### src/verilog/dea_regs.svh
// Register offsets, field positions, key and erased values, array depth and timing counts for
// the data EEPROM access controller.
// Assumes a byte-wide register port with 12-bit register addresses.
`ifndef DEA_REGS_SVH
`define DEA_REGS_SVH

// ----------------------------------------------------------------------
// Register addresses
// ----------------------------------------------------------------------
`define DEA_ADDR_W 12
`define DEA_OFS_FLAG2 12'hfa1
`define DEA_OFS_CTL 12'hfa6
`define DEA_OFS_KEY 12'hfa7
`define DEA_OFS_BUF 12'hfa8
`define DEA_OFS_IDX 12'hfa9

// ----------------------------------------------------------------------
// Control register fields
// ----------------------------------------------------------------------
`define DEA_CTL_FLASH 7
`define DEA_CTL_CFG 6
`define DEA_CTL_ROW 4
`define DEA_CTL_ABORT 3
`define DEA_CTL_PERMIT 2
`define DEA_CTL_LAUNCH 1
`define DEA_CTL_FETCH 0
`define DEA_FLAG2_DONE 4

// ----------------------------------------------------------------------
// Values
// ----------------------------------------------------------------------
`define DEA_KEY_FIRST 8'h55
`define DEA_KEY_SECOND 8'haa
`define DEA_ERASED 8'hff
`define DEA_DEPTH 256

// ----------------------------------------------------------------------
// Timing
// ----------------------------------------------------------------------
`define DEA_CLK_KHZ 10000
`define DEA_PWRT_MS 72
`define DEA_PWRT_CYCLES (`DEA_PWRT_MS * `DEA_CLK_KHZ)
`define DEA_PROG_CYCLES 40000
`define DEA_CNT_W 24

`endif
### src/verilog/dea_pkg.sv
// Types shared by the data EEPROM access controller.
// Assumes dea_regs.svh is on the include path.
`include "dea_regs.svh"

package dea_pkg;

    typedef enum logic [2:0]
    {
        DEA_IDLE = 3'b001,
        DEA_ERASE = 3'b010,
        DEA_STORE = 3'b100
    } dea_fsm_t;

    typedef enum logic [2:0]
    {
        DEA_KEY_NONE = 3'b001,
        DEA_KEY_HALF = 3'b010,
        DEA_KEY_ARMED = 3'b100
    } dea_key_t;

    typedef struct packed
    {
        logic flash_sel;
        logic cfg_sel;
        logic row_wipe;
        logic aborted;
        logic permit;
        logic launch;
    } dea_ctl_t;

    typedef struct packed
    {
        dea_fsm_t fsm;
        dea_key_t key;
        dea_ctl_t ctl;
        logic [7:0] buffer;
        logic [7:0] index;
        logic done_flag;
        logic to_array;
        logic [`DEA_CNT_W-1:0] cnt;
        logic [`DEA_CNT_W-1:0] pwrt_cnt;
        logic [7:0] rdata;
        logic flash_start;
        logic [1:0] ext_sync;
    } dea_state_t;

endpackage

### src/verilog/dea_ctrl.sv
// Indirect access controller for the on-chip data EEPROM: control,
// unlock key, byte buffer and byte index registers, plus the done flag.
// Assumes a same-clock register port, a watchdog reset pulse on this
// clock and an external reset pin that arrives asynchronously.
// PROG_CYCLES must be at least 2; PWRT_CYCLES is counted from the
// release of i_rst, and warm resets do not restart it.
//
// Strobed register access was left to the implementer.
`timescale 1ns/10ps
`include "dea_regs.svh"

module dea_ctrl
#(
    parameter int PROG_CYCLES = `DEA_PROG_CYCLES,
    parameter int PWRT_CYCLES = `DEA_PWRT_CYCLES
)
(
    // Clock and resets
    input wire logic i_clk,
    input wire logic i_rst,
    input wire logic i_ext_rst,
    input wire logic i_wdt_rst,
    // Register port
    input wire logic [`DEA_ADDR_W-1:0] i_addr,
    input wire logic [7:0] i_wdata,
    input wire logic i_wr,
    input wire logic i_rd,
    output logic [7:0] o_rdata,
    // Status and program flash hooks
    output logic o_busy,
    output logic o_done_flag,
    output logic o_aborted,
    output logic o_flash_start,
    output logic o_flash_row_erase
);

    // ------------------------------------------------------------------
    // Derived counts
    // ------------------------------------------------------------------
    // Half the cycle erases, the rest stores; needs PROG_CYCLES >= 2
    localparam logic [`DEA_CNT_W-1:0] ERASE_LAST =
        `DEA_CNT_W'(PROG_CYCLES / 2 - 1);
    localparam logic [`DEA_CNT_W-1:0] STORE_LAST =
        `DEA_CNT_W'(PROG_CYCLES - PROG_CYCLES / 2 - 1);
    localparam logic [`DEA_CNT_W-1:0] PWRT_LOAD =
        `DEA_CNT_W'(PWRT_CYCLES);

    // ------------------------------------------------------------------
    // State
    // ------------------------------------------------------------------
    dea_pkg::dea_state_t st_reg;
    dea_pkg::dea_state_t st_next;

    // Non-volatile array: no reset, contents survive every reset
    logic [7:0] mem_reg [0:`DEA_DEPTH-1];

    logic warm;
    logic busy;
    logic erase_do;
    logic store_do;
    logic launch_ok;
    logic pwrt_done;
    logic permit_before;
    logic key_armed;
    logic any_access;
    logic key_wr;
    logic flag2_wr;
    logic [7:0] fetched;

    // ------------------------------------------------------------------
    // Decode and qualifiers
    // ------------------------------------------------------------------
    // Reads of the array are combinational; the buffer samples them
    assign fetched = mem_reg[st_reg.index];
    assign any_access = i_wr | i_rd;
    assign key_wr = i_wr && (i_addr == `DEA_OFS_KEY);
    assign flag2_wr = i_wr && (i_addr == `DEA_OFS_FLAG2);
    // Launches stay refused until the power-up timer has run out
    assign pwrt_done = (st_reg.pwrt_cnt == '0);
    // The permit bit is taken from before the write, so a write that
    // sets permit and launch while permit is still low never starts a cycle
    assign permit_before = st_reg.ctl.permit;
    assign key_armed = (st_reg.key == dea_pkg::DEA_KEY_ARMED);

    // ------------------------------------------------------------------
    // Next state
    // ------------------------------------------------------------------
    always_comb
    begin
        st_next = st_reg;
        warm = 1'b0;
        busy = 1'b0;
        erase_do = 1'b0;
        store_do = 1'b0;
        launch_ok = 1'b0;
        // Read data is zero outside the cycle after a read
        st_next.rdata = 8'h00;
        st_next.flash_start = 1'b0;

        // Pin reset passes two flops; only the second is looked at
        st_next.ext_sync = {st_reg.ext_sync[0], i_ext_rst};
        warm = st_reg.ext_sync[1] | i_wdt_rst;
        busy = st_reg.ctl.launch;

        if (st_reg.pwrt_cnt != '0)
        begin
            st_next.pwrt_cnt = st_reg.pwrt_cnt - 1'b1;
        end

        // Register reads, data presented in the following cycle
        if (i_rd)
        begin
            unique case (i_addr)
                `DEA_OFS_CTL:
                begin
                    st_next.rdata = {st_reg.ctl.flash_sel,
                                     st_reg.ctl.cfg_sel,
                                     1'b0,
                                     st_reg.ctl.row_wipe,
                                     st_reg.ctl.aborted,
                                     st_reg.ctl.permit,
                                     st_reg.ctl.launch,
                                     1'b0};
                end
                `DEA_OFS_KEY:
                begin
                    st_next.rdata = 8'h00;
                end
                `DEA_OFS_BUF:
                begin
                    st_next.rdata = st_reg.buffer;
                end
                `DEA_OFS_IDX:
                begin
                    st_next.rdata = st_reg.index;
                end
                `DEA_OFS_FLAG2:
                begin
                    st_next.rdata = 8'h00;
                    st_next.rdata[`DEA_FLAG2_DONE] = st_reg.done_flag;
                end
                // Unmapped addresses read as zero
                default:
                begin
                    st_next.rdata = 8'h00;
                end
            endcase
        end

        // Unlock tracking: any access that is not the next step
        // drops back to the start
        if (any_access)
        begin
            st_next.key = dea_pkg::DEA_KEY_NONE;
        end
        // A 55h write always restarts the sequence, even when armed
        if (key_wr)
        begin
            if (i_wdata == `DEA_KEY_FIRST)
            begin
                st_next.key = dea_pkg::DEA_KEY_HALF;
            end
            else if (i_wdata == `DEA_KEY_SECOND &&
                     st_reg.key == dea_pkg::DEA_KEY_HALF)
            begin
                st_next.key = dea_pkg::DEA_KEY_ARMED;
            end
        end

        // Done flag is software-cleared; a set in the same cycle wins
        if (flag2_wr)
        begin
            st_next.done_flag = i_wdata[`DEA_FLAG2_DONE];
        end

        // Writes to the data path are frozen while a cycle runs
        // The key port and done flag stay writable while busy
        if (i_wr && !busy)
        begin
            unique case (i_addr)
                `DEA_OFS_CTL:
                begin
                    st_next.ctl.flash_sel = i_wdata[`DEA_CTL_FLASH];
                    st_next.ctl.cfg_sel = i_wdata[`DEA_CTL_CFG];
                    st_next.ctl.row_wipe = i_wdata[`DEA_CTL_ROW];
                    st_next.ctl.aborted = i_wdata[`DEA_CTL_ABORT];
                    st_next.ctl.permit = i_wdata[`DEA_CTL_PERMIT];
                    // Fetch completes at once, so it never reads back set
                    if (i_wdata[`DEA_CTL_FETCH] &&
                        !i_wdata[`DEA_CTL_FLASH] &&
                        !i_wdata[`DEA_CTL_CFG])
                    begin
                        st_next.buffer = fetched;
                    end
                    launch_ok = i_wdata[`DEA_CTL_LAUNCH] &&
                                permit_before &&
                                key_armed &&
                                pwrt_done;
                    if (launch_ok)
                    begin
                        st_next.ctl.launch = 1'b1;
                        st_next.fsm = dea_pkg::DEA_ERASE;
                        st_next.cnt = ERASE_LAST;
                        // Flash and config launches run the timer only
                        st_next.to_array = !i_wdata[`DEA_CTL_FLASH] &&
                                           !i_wdata[`DEA_CTL_CFG];
                        st_next.flash_start = i_wdata[`DEA_CTL_FLASH] |
                                              i_wdata[`DEA_CTL_CFG];
                    end
                end
                `DEA_OFS_BUF:
                begin
                    st_next.buffer = i_wdata;
                end
                `DEA_OFS_IDX:
                begin
                    st_next.index = i_wdata;
                end
                default:
                begin
                    st_next.index = st_next.index;
                end
            endcase
        end

        // Self-timed erase then store; the array is touched only at the
        // last cycle of each phase, so a warm reset in the erase phase leaves
        // the old byte, and one in the store phase leaves it erased
        unique case (st_reg.fsm)
            dea_pkg::DEA_IDLE:
            begin
                st_next.cnt = st_next.cnt;
            end
            dea_pkg::DEA_ERASE:
            begin
                if (st_reg.cnt == '0)
                begin
                    // Last erase cycle: blank the byte, then store
                    erase_do = st_reg.to_array;
                    st_next.fsm = dea_pkg::DEA_STORE;
                    st_next.cnt = STORE_LAST;
                end
                else
                begin
                    st_next.cnt = st_reg.cnt - 1'b1;
                end
            end
            dea_pkg::DEA_STORE:
            begin
                if (st_reg.cnt == '0)
                begin
                    // Last store cycle: write the byte and report it
                    store_do = st_reg.to_array;
                    st_next.fsm = dea_pkg::DEA_IDLE;
                    st_next.ctl.launch = 1'b0;
                    st_next.ctl.row_wipe = 1'b0;
                    st_next.done_flag = 1'b1;
                end
                else
                begin
                    st_next.cnt = st_reg.cnt - 1'b1;
                end
            end
        endcase

        // Warm reset: permit and selects are left alone
        if (warm)
        begin
            if (busy)
            begin
                st_next.ctl.aborted = 1'b1;
                // A cut cycle must not look finished: the row wipe bit is
                // kept for tracing, and the done flag is not raised
                st_next.ctl.row_wipe = st_reg.ctl.row_wipe;
                st_next.done_flag = flag2_wr ? i_wdata[`DEA_FLAG2_DONE] : st_reg.done_flag;
            end
            erase_do = 1'b0;
            store_do = 1'b0;
            st_next.fsm = dea_pkg::DEA_IDLE;
            st_next.ctl.launch = 1'b0;
            st_next.cnt = '0;
            st_next.key = dea_pkg::DEA_KEY_NONE;
            st_next.buffer = 8'h00;
            st_next.index = 8'h00;
            st_next.flash_start = 1'b0;
        end
    end

    // ------------------------------------------------------------------
    // State register
    // ------------------------------------------------------------------
    always_ff @(posedge i_clk or posedge i_rst)
    begin
        if (i_rst)
        begin
            st_reg.fsm <= dea_pkg::DEA_IDLE;
            st_reg.key <= dea_pkg::DEA_KEY_NONE;
            // Power-on clears every control bit; permit must start low
            st_reg.ctl.flash_sel <= 1'b0;
            st_reg.ctl.cfg_sel <= 1'b0;
            st_reg.ctl.row_wipe <= 1'b0;
            st_reg.ctl.aborted <= 1'b0;
            st_reg.ctl.permit <= 1'b0;
            st_reg.ctl.launch <= 1'b0;
            st_reg.buffer <= 8'h00;
            st_reg.index <= 8'h00;
            st_reg.done_flag <= 1'b0;
            st_reg.to_array <= 1'b0;
            st_reg.cnt <= '0;
            // Power-up timer reloads on every power-on reset
            st_reg.pwrt_cnt <= PWRT_LOAD;
            st_reg.rdata <= 8'h00;
            st_reg.flash_start <= 1'b0;
            st_reg.ext_sync <= 2'b00;
        end
        else
        begin
            st_reg <= st_next;
        end
    end

    // ------------------------------------------------------------------
    // Array write port
    // ------------------------------------------------------------------
    // Kept apart from the state register because the array has no reset
    always_ff @(posedge i_clk)
    begin
        if (erase_do)
        begin
            mem_reg[st_reg.index] <= `DEA_ERASED;
        end
        else if (store_do)
        begin
            mem_reg[st_reg.index] <= st_reg.buffer;
        end
    end

    // ------------------------------------------------------------------
    // Outputs
    // ------------------------------------------------------------------
    // Every output comes straight from a flop, so none can glitch
    assign o_rdata = st_reg.rdata;
    assign o_busy = st_reg.ctl.launch;
    assign o_done_flag = st_reg.done_flag;
    assign o_aborted = st_reg.ctl.aborted;
    // One-cycle pulse for the flash side, raised with the launch bit
    assign o_flash_start = st_reg.flash_start;
    assign o_flash_row_erase = st_reg.ctl.row_wipe;

endmodule

### config.mk
export PLATFORM = sky130hd
export DESIGN_NAME = dea_ctrl
export DESIGN_NICKNAME = d
export VERILOG_FILES = /design/src/verilog/dea_pkg.sv /design/src/verilog/dea_ctrl.sv
export VERILOG_INCLUDE_DIRS = /design/src /design/src/verilog
export SDC_FILE = /design/constraint.sdc
export NUM_CORES = 2
export LEC_CHECK = 0
export BUFFER_PORTS_ARGS = -buffer_cell sky130_fd_sc_hd__buf_2
export CAP_MARGIN = 20
export CORE_ASPECT_RATIO = 1.4
export CORE_MARGIN = 10
export CORE_UTILIZATION = 45
export DETAILED_ROUTE_END_ITERATION = 10
export MAX_ROUTING_LAYER = met4
export SYNTH_ARGS = -nofsm -noshare
export SYNTH_HDL_FRONTEND = slang
export SYNTH_SLANG_ARGS = --single-unit
### constraint.sdc
create_clock -name i_clk -period 3.75 [get_ports i_clk]
set_clock_uncertainty 0.05 [all_clocks]
set_input_delay 0.1875 -clock i_clk [delete_from_list [all_inputs] [get_ports i_clk]]
set_output_delay 0.1875 -clock i_clk [all_outputs]
set_load 0.03 [all_outputs]
==> results_dict.tcl <==
set metrics [dict create \
    status "finished clean" \
    reg2reg_slack_ns 0.05 \
    min-delay-start "i_addr[8]" \
    final_util_pct 52.7 \
    clock_path_buffers 3 \
    grt_pass1_vias 44000 \
    power.density_nw_per_um2 471 \
    clk_pin_slew_ns 0.07 \
    netlist_top_cells_area "edfxtp_1, mux4_2, dfrtp_1" \
    path_max_fanout 42 \
    slew_headroom_pct 32.8 \
    cts_root_buffer "clkbuf_16" \
    wirelength_um 216000 \
    synth_seq_cells 2137 \
    synth-main-ff-cell "edfxtp_1" \
    routabilityCongestion 0.850 \
    grt_pass1_wl_um 315000 \
    track_usage_pct 21.8 \
    yosys.cell_count.top_type "edfxtp_1" \
    max_stage_delay_ns 0.61 \
    std_cell_rows 187 \
    final_antenna_net_count 0 \
    h-tree-depth 4 \
    critPathKind "flop to flop" \
    fp.dieH_um 530 \
    grt_max_degree 109 \
    dp_hpwl_um 140000 \
    die_w_um 384 \
    worstHoldEndpoint "o_rdata[6]" \
    core_um2 185000 \
    cts_tree "yes" \
    rr_startpoint "st_reg[62]" \
    place_area_um2 90700 \
    post-route-period-util_pct 98.6 \
    worstSkewPairLatency_ns 0.85 \
    layout-drive-gt1-share_pct 31.2 \
    hold_path_class "primary input to flop" \
    initial_core_util_pct 45.1 \
    io_buffer_count 38 \
    worstPathRequired_ns 4.42 \
    dr.pass1.iters 9 \
    worst-path-buf-inv 4 \
    cts_setup_buffers 0 \
    crit_top_cell "buf_4" \
    avgSynthCellArea_um2 20.6 \
    fillCellCount 14400 \
    final_nets 4660 \
    worstReg2RegEnd "st_reg[72]" \
    ys_warn_count 0 \
    max-cap-violations 0 \
    worstPathCellList "buf_4 -> buf_12 -> buf_4 -> mux4_2 -> a22oi_1 -> a21oi_1 -> o41ai_1 -> buf_4 -> a41o_1 -> a31oi_1" \
    min_period_ns 3.70 \
    setup_slack_ns 0.0511 \
    seq_area_um2 63800 \
    multi_input_area_um2 18600 \
    ys_seq_area_share_pct 76.3 \
    syn_inst 4064 \
    worstHoldPathCells 5 \
    slowest_stage "o41ai_1" \
    synth_edf_count 2048 \
    syn_to_final_growth_pct 16.7 \
    die-area_um2 203000 \
    cp-start-kind "flop" \
    cts_sinks 2137 \
    drt_iter0_drc 4318 \
    r2r_cells 10 \
    dp_cells 6859 \
    ios 39 \
    dp_slack_ns 0.112 \
    hold_viol 0 \
    crit_family "compound AO/OA/AOI/OAI gates" \
    synth_area_leader_cell "edfxtp_1" \
    setup_tns_ns 0 \
    wire_per_inst_um 29.8 \
    grt_overflow 0 \
    slew_violations 0 \
    worst_setup_path_end_kind "flop" \
    clock.fmax_ghz 0.270 \
    antenna_found_initial 2 \
    finalNonFillerCells 7251 \
    stdcell_area_um2 97500 \
    vias 42500 \
    cp.arrival_ns 4.37 \
    syn_nets 4094 \
    grt_setup_unrepaired "no" \
    leakage_nw 36.4 \
    netlist_area_um2 83500 \
    setup_viol 0 \
    numCtsBuffers 194 \
    synth_top_area_share_pct 73.6 \
    ys_types 69 \
    ir_drop_mv 0.526 \
    vias_per_cell 5.87 \
    largest_reg_flops 2048 \
    drc_errors 0 \
    yosys-top-cells-count "edfxtp_1, mux4_2, nor2_1" \
    worst_pin_slew_ns 1.00 \
    async_flop_share_pct 4.16 \
]
cells in the final DEF, fill, tap and decap left out, drive strengths merged, types with 9 or more instances in the layout:
master       synthesis  routed
a31oi               15      15
or3                 18      18
inv                 12      20
and2                10      10
or4                 17      17
nand2              102     102
a22oi              111     111
xor2                15      15
or2                 13      13
a21oi              102     102
clkbuf             103     226
mux4               535     535
nor4                17      17
a311oi              10      10
o41ai               13      13
clkinv               0      87
nand2b              10      10
bufinv               0      23
edfxtp            2048    2048
nor3                46      46
nor2               367     367
a211oi              13      13
dfrtp               78      78
buf                146     587
mux2i               31      31
o22ai               16      16
nor2b               13      13
dlygate4sd3          0      32
clkinvlp             0      13
nand4                9       9
nand3               14      14
o211ai              14      14
dfstp               11      11
mux2                12      12
nand3b              11      11
o21ai               49      49
metal layers:
layer  track usage (%)  vias up  wire length [um]
met1              26.8    22600             81500
met5                 -        -                 0
met2              36.7     1614            112000
met4              7.91        0              8340
li1                  -    18000                 -
met3              3.40      353             14600
through the flow:
| stage | hold WS, ns | power [mW] |
|---|---|---|
| 4_1_cts | 0.0163 | 46.3 |
| 5_1_grt | 0.0718 | 47.2 |
| 2_1_floorplan | 0.169 | 26.3 |
| 6_report | 0.0713 | 45.9 |
| 3_5_place_dp | 0.198 | 26.3 |
| 3_3_place_gp | 0.201 | 26.3 |
final cells by class:
class,instances,area share [%]
flip-flops and latches,2137,65.4
multi-input cells,1666,19.1
repair buffers,619,5.68
clock buffers,226,5.13
well taps,2457,3.15
clock inverters,131,1.49
inverters,12,0.0475
diodes,3,0.00770
worst max-delay path by stage:
stage	from	cells past startpoint	slack [ns]	to
2_1_floorplan	st_reg[45]	7	-0.24	mem_reg[0][0]
3_3_place_gp	st_reg[45]	9	0.14	mem_reg[37][1]
3_5_place_dp	st_reg[62]	10	0.11	st_reg[72]
4_1_cts	st_reg[62]	10	0.09	st_reg[72]
5_1_grt	st_reg[61]	11	0.009	st_reg[74]
6_report	st_reg[62]	10	0.05	st_reg[72]
kinds of logic (layout without fill, tap and decap cells):
kind of cell / Yosys count / after routing / share of synthesized area [%]
AOI/OAI and AO/OA: 390 / 390 / 3.12
xor gates and xnor gates: 23 / 23 / 0.241
adders and majority gates: 4 / 4 / 0.0599
buffers and inverters: 261 / 988 / 1.49
DFF: 2137 / 2137 / 76.3
muxes: 578 / 578 / 15.0
other: 0 / 3 / 0
and+or+nand+nor: 671 / 671 / 3.81
where the power goes:
| group | internal (mW) | switching, mW |
|---|---|---|
| clock | 11.2 | 8.89 |
| sequential | 25.7 | 0.000759 |
| combinational | 0.0323 | 0.0552 |
| total | 37.0 | 8.95 |
worst reg2reg max path, stage by stage (launching register included):
cell     delay [ns]
dfrtp_4        0.48
buf_4          0.24
buf_12         0.32
buf_4          0.42
mux4_2         0.33
a22oi_1        0.43
a21oi_1        0.12
o41ai_1        0.61
buf_4          0.26
a41o_1         0.23
a31oi_1        0.10
timing repair:
action	in CTS	in global routing
endpoints found under the setup margin	0	1
hold buffers	32	0
gates resized for setup	0	1
hold endpoints to repair	120	0
(Power assumes the default switching activity.)
